[src/usd_regs.svh]
// Register map, field positions, reset values and sizes of the shadow data port
`ifndef USD_REGS_SVH
`define USD_REGS_SVH

// ****************************************************************
// Address map
// ****************************************************************
`define USD_ALIAS_BASE 32'h5000_1130
`define USD_ALIAS_ONE 32'h5000_1134
`define USD_ALIAS_TWO 32'h5000_1138
`define USD_ALIAS_SPAN 32'h0000_0040
`define USD_CTRL_ADDR 32'h5000_1100
`define USD_STAT_ADDR 32'h5000_1104

// ****************************************************************
// Fields
// ****************************************************************
`define USD_CTRL_FIFO_EN 0
`define USD_CTRL_IR_MODE 1
`define USD_STAT_DR 0
`define USD_STAT_OVR 1
`define USD_STAT_RX_FULL 2
`define USD_STAT_TX_FULL 3
`define USD_STAT_TX_HOLDING_EMPTY_FLAG 5

// ****************************************************************
// Reset values and sizes
// ****************************************************************
`define USD_CTRL_RST 2'h0
`define USD_FIFO_DEPTH 5'h10
`define USD_RESP_OKAY 2'h0
`define USD_RESP_SLVERR 2'h2

`endif

[src/usd_pkg.sv]
// Types shared by the shadow data port
package usd_pkg;
`include "usd_regs.svh"

   typedef struct packed {
      logic awready;
      logic wready;
      logic aw_held;
      logic w_held;
      logic [31:0] aw_addr;
      logic [7:0] w_data;
      logic w_strb0;
      logic bvalid;
      logic [1:0] bresp;
      logic arready;
      logic rvalid;
      logic [31:0] rdata;
      logic [1:0] rresp;
      logic fifo_en;
      logic ir_mode;
      logic overrun;
      logic [15:0][7:0] rx_mem;
      logic [3:0] rx_wptr;
      logic [3:0] rx_rptr;
      logic [4:0] rx_cnt;
      logic [15:0][7:0] tx_mem;
      logic [3:0] tx_wptr;
      logic [3:0] tx_rptr;
      logic [4:0] tx_cnt;
      logic [7:0] tx_data;
      logic tx_ser_req;
      logic tx_ir_req;
      logic data_ready;
      logic hold_empty;
   } usd_state_t;

endpackage

[src/usd_shadow_data.sv]
// Shadow receive/transmit data port with AXI4-Lite slave and character FIFOs
//
// The AXI4-Lite register port is this design's own decision.
`timescale 1ns/1ps
// Operation
// - Sixteen aliased words reach the data port.
// - Read returns serial or infrared received character.
// - No FIFO: new character overwrites, flags overrun.
// - FIFO on: read returns receive FIFO head.
// - Full receive FIFO with no read in the same edge drops arrival, flags overrun.
// - Write sends character on serial or infrared.
// - No FIFO: a write made while line output is busy clears holding empty.
// - No FIFO: later writes replace held character.
// - FIFO on: sixteen writes fill transmit FIFO while line output is busy.
// - Write to full transmit FIFO is dropped.
module usd_shadow_data
   import usd_pkg::*;
(
   input wire logic CLK_I,
   input wire logic RST_N_I,
   input wire logic [31:0] AWADDR_I,
   input wire logic AWVALID_I,
   output logic AWREADY_O,
   input wire logic [31:0] WDATA_I,
   input wire logic [3:0] WSTRB_I,
   input wire logic WVALID_I,
   output logic WREADY_O,
   output logic [1:0] BRESP_O,
   output logic BVALID_O,
   input wire logic BREADY_I,
   input wire logic [31:0] ARADDR_I,
   input wire logic ARVALID_I,
   output logic ARREADY_O,
   output logic [31:0] RDATA_O,
   output logic [1:0] RRESP_O,
   output logic RVALID_O,
   input wire logic RREADY_I,
   input wire logic SER_RX_VALID_I,
   input wire logic [7:0] SER_RX_DATA_I,
   input wire logic IR_RX_VALID_I,
   input wire logic [7:0] IR_RX_DATA_I,
   output logic [7:0] TX_DATA_O,
   output logic TX_SER_REQ_O,
   output logic TX_IR_REQ_O,
   input wire logic TX_TAKE_I,
   output logic RX_DATA_READY_O,
   output logic TX_HOLD_EMPTY_O
);

   // ****************************************************************
   // Helpers
   // ****************************************************************
   function automatic logic is_alias(input logic [31:0] addr);
      logic [31:0] off;
      off = addr - `USD_ALIAS_BASE;
      return (off < `USD_ALIAS_SPAN) && (off[1:0] == 2'h0);
   endfunction

   function automatic logic [3:0] ptr_inc(input logic [3:0] p);
      return p + 4'h1;
   endfunction

   function automatic logic is_ctrl(input logic [31:0] addr);
      return addr == `USD_CTRL_ADDR;
   endfunction

   function automatic logic is_stat(input logic [31:0] addr);
      return addr == `USD_STAT_ADDR;
   endfunction

   // Unmapped words answer with an error and change nothing
   function automatic logic is_mapped(input logic [31:0] addr);
      return is_alias(addr) || is_ctrl(addr) || is_stat(addr);
   endfunction

   function automatic logic is_full(input logic [4:0] cnt);
      return cnt == `USD_FIFO_DEPTH;
   endfunction

   function automatic logic [31:0] ctrl_word(input usd_state_t s);
      logic [31:0] w;
      w = 32'h0;
      w[`USD_CTRL_FIFO_EN] = s.fifo_en;
      w[`USD_CTRL_IR_MODE] = s.ir_mode;
      return w;
   endfunction

   function automatic logic [31:0] stat_word(input usd_state_t s);
      logic [31:0] w;
      w = 32'h0;
      w[`USD_STAT_DR] = s.rx_cnt != 5'h0;
      w[`USD_STAT_OVR] = s.overrun;
      w[`USD_STAT_RX_FULL] = is_full(s.rx_cnt);
      w[`USD_STAT_TX_FULL] = is_full(s.tx_cnt);
      w[`USD_STAT_TX_HOLDING_EMPTY_FLAG] = s.tx_cnt == 5'h0;
      return w;
   endfunction

   // Push and pop in one edge leave the count alone
   function automatic logic [4:0] cnt_next(input logic [4:0] cnt,
                                           input logic push,
                                           input logic pop);
      logic [4:0] n;
      n = cnt;
      if (push && !pop) begin
         n = cnt + 5'h1;
      end else if (pop && !push) begin
         n = cnt - 5'h1;
      end
      return n;
   endfunction

   usd_state_t state_ff;
   usd_state_t nxt_state;

   logic ar_hs;
   logic aw_hs;
   logic w_hs;
   logic wr_go;
   logic rx_push;
   logic [7:0] rx_in;
   logic rx_pop;
   logic tx_wr;
   logic tx_drain;
   logic [7:0] rx_head;
   logic rx_keep;
   logic tx_keep;

   // ****************************************************************
   // Next state
   // ****************************************************************
   always_comb begin
      nxt_state = state_ff;
      ar_hs = ARVALID_I && state_ff.arready;
      aw_hs = AWVALID_I && state_ff.awready;
      w_hs = WVALID_I && state_ff.wready;
      wr_go = state_ff.aw_held && state_ff.w_held && !state_ff.bvalid;
      rx_head = state_ff.fifo_en ? state_ff.rx_mem[state_ff.rx_rptr]
                                 : state_ff.rx_mem[0];
      // Mode picks which receiver feeds the buffer
      rx_push = state_ff.ir_mode ? IR_RX_VALID_I : SER_RX_VALID_I;
      rx_in = state_ff.ir_mode ? IR_RX_DATA_I : SER_RX_DATA_I;
      rx_pop = ar_hs && is_alias(ARADDR_I) && (state_ff.rx_cnt != 5'h0);
      tx_wr = wr_go && is_alias(state_ff.aw_addr) && state_ff.w_strb0;
      tx_drain = !state_ff.tx_ser_req && !state_ff.tx_ir_req &&
                 (state_ff.tx_cnt != 5'h0);
      // A read in the same edge frees a slot in time
      rx_keep = rx_push && (!is_full(state_ff.rx_cnt) || rx_pop);
      // Drain frees a slot only next edge; keeps full honest
      tx_keep = tx_wr && !is_full(state_ff.tx_cnt);

      // Write address and data channels, taken in either order
      if (aw_hs) begin
         nxt_state.aw_held = 1'b1;
         nxt_state.awready = 1'b0;
         nxt_state.aw_addr = AWADDR_I;
      end
      if (w_hs) begin
         nxt_state.w_held = 1'b1;
         nxt_state.wready = 1'b0;
         nxt_state.w_data = WDATA_I[7:0];
         nxt_state.w_strb0 = WSTRB_I[0];
      end
      if (wr_go) begin
         nxt_state.bvalid = 1'b1;
         nxt_state.bresp = `USD_RESP_OKAY;
         if (!is_mapped(state_ff.aw_addr)) begin
            nxt_state.bresp = `USD_RESP_SLVERR;
         end
      end
      if (state_ff.bvalid && BREADY_I) begin
         nxt_state.bvalid = 1'b0;
         nxt_state.aw_held = 1'b0;
         nxt_state.w_held = 1'b0;
         nxt_state.awready = 1'b1;
         nxt_state.wready = 1'b1;
      end

      // Read channel; data is captured at the address edge
      if (ar_hs) begin
         nxt_state.arready = 1'b0;
         nxt_state.rvalid = 1'b1;
         nxt_state.rresp = `USD_RESP_OKAY;
         nxt_state.rdata = 32'h0;
         if (is_alias(ARADDR_I)) begin
            nxt_state.rdata = {24'h0, rx_head};
         end else if (is_ctrl(ARADDR_I)) begin
            nxt_state.rdata = ctrl_word(state_ff);
         end else if (is_stat(ARADDR_I)) begin
            nxt_state.rdata = stat_word(state_ff);
            // Reading status clears overrun; a new one below still wins
            nxt_state.overrun = 1'b0;
         end else begin
            nxt_state.rresp = `USD_RESP_SLVERR;
         end
      end
      if (state_ff.rvalid && RREADY_I) begin
         nxt_state.rvalid = 1'b0;
         nxt_state.arready = 1'b1;
      end

      // Receive buffer
      if (state_ff.fifo_en) begin
         if (rx_pop) begin
            nxt_state.rx_rptr = ptr_inc(state_ff.rx_rptr);
         end
         if (rx_push) begin
            // Full and no read: arrival is lost, contents kept
            if (!rx_keep) begin
               nxt_state.overrun = 1'b1;
            end else begin
               nxt_state.rx_mem[state_ff.rx_wptr] = rx_in;
               nxt_state.rx_wptr = ptr_inc(state_ff.rx_wptr);
            end
         end
         nxt_state.rx_cnt = cnt_next(state_ff.rx_cnt, rx_keep,
                                     rx_pop);
      end else begin
         if (rx_push) begin
            nxt_state.rx_mem[0] = rx_in;
            nxt_state.rx_cnt = 5'h1;
            if (state_ff.rx_cnt != 5'h0 && !rx_pop) begin
               nxt_state.overrun = 1'b1;
            end
         end else if (rx_pop) begin
            nxt_state.rx_cnt = 5'h0;
         end
      end

      // Transmit side: line takes the head when its output is free
      if (state_ff.tx_ser_req && TX_TAKE_I) begin
         nxt_state.tx_ser_req = 1'b0;
      end
      if (state_ff.tx_ir_req && TX_TAKE_I) begin
         nxt_state.tx_ir_req = 1'b0;
      end
      if (tx_drain) begin
         nxt_state.tx_data = state_ff.fifo_en ?
                             state_ff.tx_mem[state_ff.tx_rptr] :
                             state_ff.tx_mem[0];
         nxt_state.tx_ser_req = !state_ff.ir_mode;
         nxt_state.tx_ir_req = state_ff.ir_mode;
      end
      if (state_ff.fifo_en) begin
         if (tx_drain) begin
            nxt_state.tx_rptr = ptr_inc(state_ff.tx_rptr);
         end
         // Write to a full FIFO is dropped here
         if (tx_keep) begin
            nxt_state.tx_mem[state_ff.tx_wptr] = state_ff.w_data;
            nxt_state.tx_wptr = ptr_inc(state_ff.tx_wptr);
         end
         nxt_state.tx_cnt = cnt_next(state_ff.tx_cnt, tx_keep,
                                     tx_drain);
      end else begin
         if (tx_wr) begin
            nxt_state.tx_mem[0] = state_ff.w_data;
            nxt_state.tx_cnt = 5'h1;
         end else if (tx_drain) begin
            nxt_state.tx_cnt = 5'h0;
         end
      end

      // Control write; a change of FIFO mode flushes both buffers
      if (wr_go && is_ctrl(state_ff.aw_addr) && state_ff.w_strb0) begin
         nxt_state.fifo_en = state_ff.w_data[`USD_CTRL_FIFO_EN];
         nxt_state.ir_mode = state_ff.w_data[`USD_CTRL_IR_MODE];
         if (state_ff.w_data[`USD_CTRL_FIFO_EN] != state_ff.fifo_en) begin
            nxt_state.rx_wptr = 4'h0;
            nxt_state.rx_rptr = 4'h0;
            nxt_state.rx_cnt = 5'h0;
            nxt_state.tx_wptr = 4'h0;
            nxt_state.tx_rptr = 4'h0;
            nxt_state.tx_cnt = 5'h0;
         end
      end

      nxt_state.data_ready = nxt_state.rx_cnt != 5'h0;
      nxt_state.hold_empty = nxt_state.tx_cnt == 5'h0;
   end

   // ****************************************************************
   // State register
   // ****************************************************************
   always_ff @(posedge CLK_I or negedge RST_N_I) begin
      if (!RST_N_I) begin
         // Idle bus, empty buffers, both modes off
         state_ff.awready <= 1'b1;
         state_ff.wready <= 1'b1;
         state_ff.aw_held <= 1'b0;
         state_ff.w_held <= 1'b0;
         state_ff.aw_addr <= 32'h0;
         state_ff.w_data <= 8'h0;
         state_ff.w_strb0 <= 1'b0;
         state_ff.bvalid <= 1'b0;
         state_ff.bresp <= `USD_RESP_OKAY;
         state_ff.arready <= 1'b1;
         state_ff.rvalid <= 1'b0;
         state_ff.rdata <= 32'h0;
         state_ff.rresp <= `USD_RESP_OKAY;
         state_ff.fifo_en <= 1'(`USD_CTRL_RST >> `USD_CTRL_FIFO_EN);
         state_ff.ir_mode <= 1'(`USD_CTRL_RST >> `USD_CTRL_IR_MODE);
         state_ff.overrun <= 1'b0;
         state_ff.rx_mem <= '0;
         state_ff.rx_wptr <= 4'h0;
         state_ff.rx_rptr <= 4'h0;
         state_ff.rx_cnt <= 5'h0;
         state_ff.tx_mem <= '0;
         state_ff.tx_wptr <= 4'h0;
         state_ff.tx_rptr <= 4'h0;
         state_ff.tx_cnt <= 5'h0;
         state_ff.tx_data <= 8'h0;
         state_ff.tx_ser_req <= 1'b0;
         state_ff.tx_ir_req <= 1'b0;
         state_ff.data_ready <= 1'b0;
         state_ff.hold_empty <= 1'b1;
      end else begin
         state_ff <= nxt_state;
      end
   end

   // ****************************************************************
   // Outputs
   // ****************************************************************
   assign AWREADY_O = state_ff.awready;
   assign WREADY_O = state_ff.wready;
   assign BRESP_O = state_ff.bresp;
   assign BVALID_O = state_ff.bvalid;
   assign ARREADY_O = state_ff.arready;
   assign RDATA_O = state_ff.rdata;
   assign RRESP_O = state_ff.rresp;
   assign RVALID_O = state_ff.rvalid;
   assign TX_DATA_O = state_ff.tx_data;
   assign TX_SER_REQ_O = state_ff.tx_ser_req;
   assign TX_IR_REQ_O = state_ff.tx_ir_req;
   assign RX_DATA_READY_O = state_ff.data_ready;
   assign TX_HOLD_EMPTY_O = state_ff.hold_empty;

endmodule // usd_shadow_data

[config.mk]
export PLATFORM = sky130hd
export DESIGN_NAME = usd_shadow_data
export DESIGN_NICKNAME = d
export VERILOG_FILES = /design/src/usd_pkg.sv /design/src/usd_shadow_data.sv
export VERILOG_INCLUDE_DIRS = /design/src /design/src/src
export SDC_FILE = /design/constraint.sdc
export NUM_CORES = 1
export LEC_CHECK = 0
export ABC_AREA = 0
export BUFFER_PORTS_ARGS = -buffer_cell sky130_fd_sc_hd__buf_2
export CAP_MARGIN = 0
export CORE_ASPECT_RATIO = 2
export CORE_MARGIN = 4
export CORE_UTILIZATION = 54
export CTS_CLUSTER_DIAMETER = 80
export DETAILED_ROUTE_END_ITERATION = 12
export PLACE_DENSITY_LB_ADDON = 0.1
export SKIP_CTS_REPAIR_TIMING = 1
export SLEW_MARGIN = 20
export SYNTH_ARGS = -nofsm -noshare
export SYNTH_HDL_FRONTEND = slang
export SYNTH_SLANG_ARGS = --single-unit
[constraint.sdc]
create_clock -name CLK_I -period 3.8 [get_ports CLK_I]
set_input_delay 0.57 -clock CLK_I [delete_from_list [all_inputs] [get_ports CLK_I]]
set_output_delay 0.57 -clock CLK_I [all_outputs]
set_load 0.005 [all_outputs]
==> results.py <==
metrics = {
    "floorplan": {
        "die_h_um": 263,
        "die_w_um": 135,
        "placementRows": 93,
        "die-area_um2": 35600,
        "io_pins": 179,
        "start_util": 0.546,
        "fp.coreArea_um2": 32100,
    },
    "layout": {
        "final_cell_mix": "dfrtp_1, nand2_1, o21ai_0, mux2_2, buf_2",
        "largest_register_ffs": 328,
        "nets": 1821,
        "instances_no_fill": 2133,
        "fillerInstances": 2631,
        "syn2layout_area_growth_pct": 15.4,
        "fin_area_um2": 20200,
        "multi_input_area_um2": 7990,
        "drive_above_1_share": 0.317,
        "largest-register": "state_ff",
        "final_common_cell": "dfrtp_1",
        "seq_area_um2": 8890,
    },
    "route": {
        "drt-vias-per-instance": 5.85,
        "wl_per_cell_um": 22.3,
        "postRouteAntennaNets": 0,
        "vias": 12500,
        "wirelength_um": 47500,
        "drt_iter0_drc": 645,
        "drc_errors": 0,
        "dr.pass1.iters": 5,
    },
    "critical_path": {
        "start_kind": "flop",
        "cp_max_fo": 5,
        "critical-path-max-stage-delay_ps": 540,
        "critical_path_class": "reg2reg",
        "end_kind": "flop",
        "cp_data_arrival_time_ps": 4120,
        "crit_chain": "or4_1, or4_4, or3_4, a2111oi_4, o211ai_4, or3_1, mux2_2, o2111a_1, nor4b_1",
        "required_ps": 4280,
        "slowest_stage": "or4_1",
    },
    "grt": {
        "track_usage": 0.271,
        "antenna_found_initial": 1,
        "grt_max_degree": 112,
        "grt_pass1_wl_um": 74200,
        "grt_pass1_vias": 13200,
        "grt.overflow.total": 0,
    },
    "pwr": {
        "power_frac_comb": 0.128,
        "power_density_nw_per_um2": 458,
        "pwr-share-seq": 0.489,
        "p_sw_frac": 0.274,
        "ir_worst_vdd_mv": 0.434,
        "cellLeakagePower_nw": 9.05,
        "p_switching_mw": 2.54,
        "power_frac_clock": 0.383,
        "power.internal_mw": 6.73,
    },
    "clock_tree": {
        "htreeDepth": 1,
        "ctsLongestPathBuffers": 3,
        "clock_sinks": 355,
        "cts_buffers": 31,
        "clk_pin_slew_worst_paths_ps": 70,
        "clk_latency_ps": 580,
        "cts_tree": "built",
        "root_buffer": "clkbuf_16",
    },
    "place": {
        "dpl.hpwl_um": 35400,
        "dpl_cell_area_um2": 19000,
        "dp_cells": 2073,
        "gp_congestion": 0.916,
        "numPortBuffers": 125,
    },
    "timing": {
        "relSlewSlack": 0.303,
        "skew_ps": 26.4,
        "rsz0062_at_grt": "false",
        "setup_viol_count_final": 0,
        "fmax_ghz": 0.275,
        "whs_ps": 32.0,
        "period_needed_ps": 3640,
        "post-route-period-util": 0.958,
        "hold_viol": 0,
        "worst_pin_slew_ps": 1030,
        "slew_violations": 0,
    },
    "logic_synthesis": {
        "seq_area_frac_synth": 0.507,
        "avgSynthCellArea_um2": 11.5,
        "synth_top_area_share": 0.501,
        "syn_inst": 1529,
        "synth_area_leaders": "dfrtp_1, mux2_2, mux4_2, o21ai_0, nand2_1",
        "synth-seq-cells": 355,
        "synth_cell_type_count": 79,
        "yosys.area.top_type": "dfrtp_1",
        "synthesis.area_um2": 17500,
        "async_reset_ff_frac": 1.00,
        "synth_ff_type": "dfrtp_1",
        "ys_warn_count": 0,
        "synth-edff-count": 0,
    },
    "worst_hold_path": {
        "hp-class": "in2async",
    },
    "status": {
        "status": "completed",
    },
    "flow_run": {
        "drv_cap": 0,
    },
}
==> layout make-up <==
type,count,area share
antenna,1,0.000124
clock buffer,41,0.0437
clock inverter,16,0.0134
inverter,18,0.00334
multi-input combinational,1048,0.395
sequential,355,0.439
tap,427,0.0264
timing repair buffer,227,0.0785
==> Yosys cell counts, drive strengths merged (6+ instances only) <==
cell type	count
a21oi	33
inv	18
ha	14
clkbuf	63
a22oi	8
buf	70
mux2	180
nor2b	6
mux2i	48
nor4	10
nor3	22
o21a	6
nor2	60
mux4	56
o31ai	9
or3	9
o21ai	176
or4	8
a221oi	8
and3	13
nand3	43
dfrtp	351
a211oi	7
xor2	12
nand4	20
nand2	193
xnor2	8
==> logic make-up (layout without fill, tap and decap cells) <==
group | Yosys count | after routing | synth area share
and+or+nand+nor | 415 | 415 | 0.116
DFF | 355 | 355 | 0.507
AOI/OAI and AO/OA | 289 | 289 | 0.0983
muxes | 284 | 284 | 0.215
buffers and inverters | 151 | 302 | 0.0432
xor gates and xnor gates | 20 | 20 | 0.00999
adders and majority gates | 14 | 14 | 0.00999
other | 1 | 27 | 0.000214
==> through the flow <==
stage	setup TNS, ps	power (mW)	worst slack, ps	util
detailed placement	-6120	5.79	-99.3	0.593
global placement	-3160	5.75	-74.3	0.593
global route	0	9.64	1.35	0.630
floorplan	0	5.15	150	-
CTS	0	9.35	2.44	0.629
finish	0	9.27	161	0.630
==> metal layers <==
layer	global-route usage	wire, um	vias to the layer above	part of all wire
met5	0	0	-	0
met4	0.155	3250	0	0.068
met3	0.0238	1300	127	0.027
met2	0.524	27400	298	0.58
met1	0.275	15600	6270	0.33
li1	-	-	5788	-
==> power groups by stage <==
stage          clock network [mW]  registers, mW  logic, mW
2_1_floorplan                   0           4.36      0.799
3_3_place_gp                    0           4.58       1.16
3_5_place_dp                    0           4.60       1.19
4_1_cts                      3.62           4.53       1.20
5_1_grt                      3.74           4.58       1.32
6_report                     3.55           4.53       1.19
==> worst max-delay path: cells and delay by family (launching register included) <==
kind | cells | cell delay, ps
muxes | 1 | 280
AOI/OAI and AO/OA | 3 | 750
DFF | 1 | 380
and+or+nand+nor | 5 | 2100
==> path summary, 6_finish.rpt <==
check	cells past startpoint	end	slack, ps	from
min in group CLK_I	2	AWREADY_O	170	AWVALID_I
hold / removal	1	state_ff[343]	30	RST_N_I
setup / recovery	9	TX_HOLD_EMPTY_O	160	state_ff[369]
hold reg to reg	2	BRESP_O[1]	470	BRESP_O[1]
setup reg to reg	9	TX_HOLD_EMPTY_O	160	state_ff[369]
max in group asynchronous	3	state_ff[228]	2760	RST_N_I
Power figures use the tool's default switching activity.
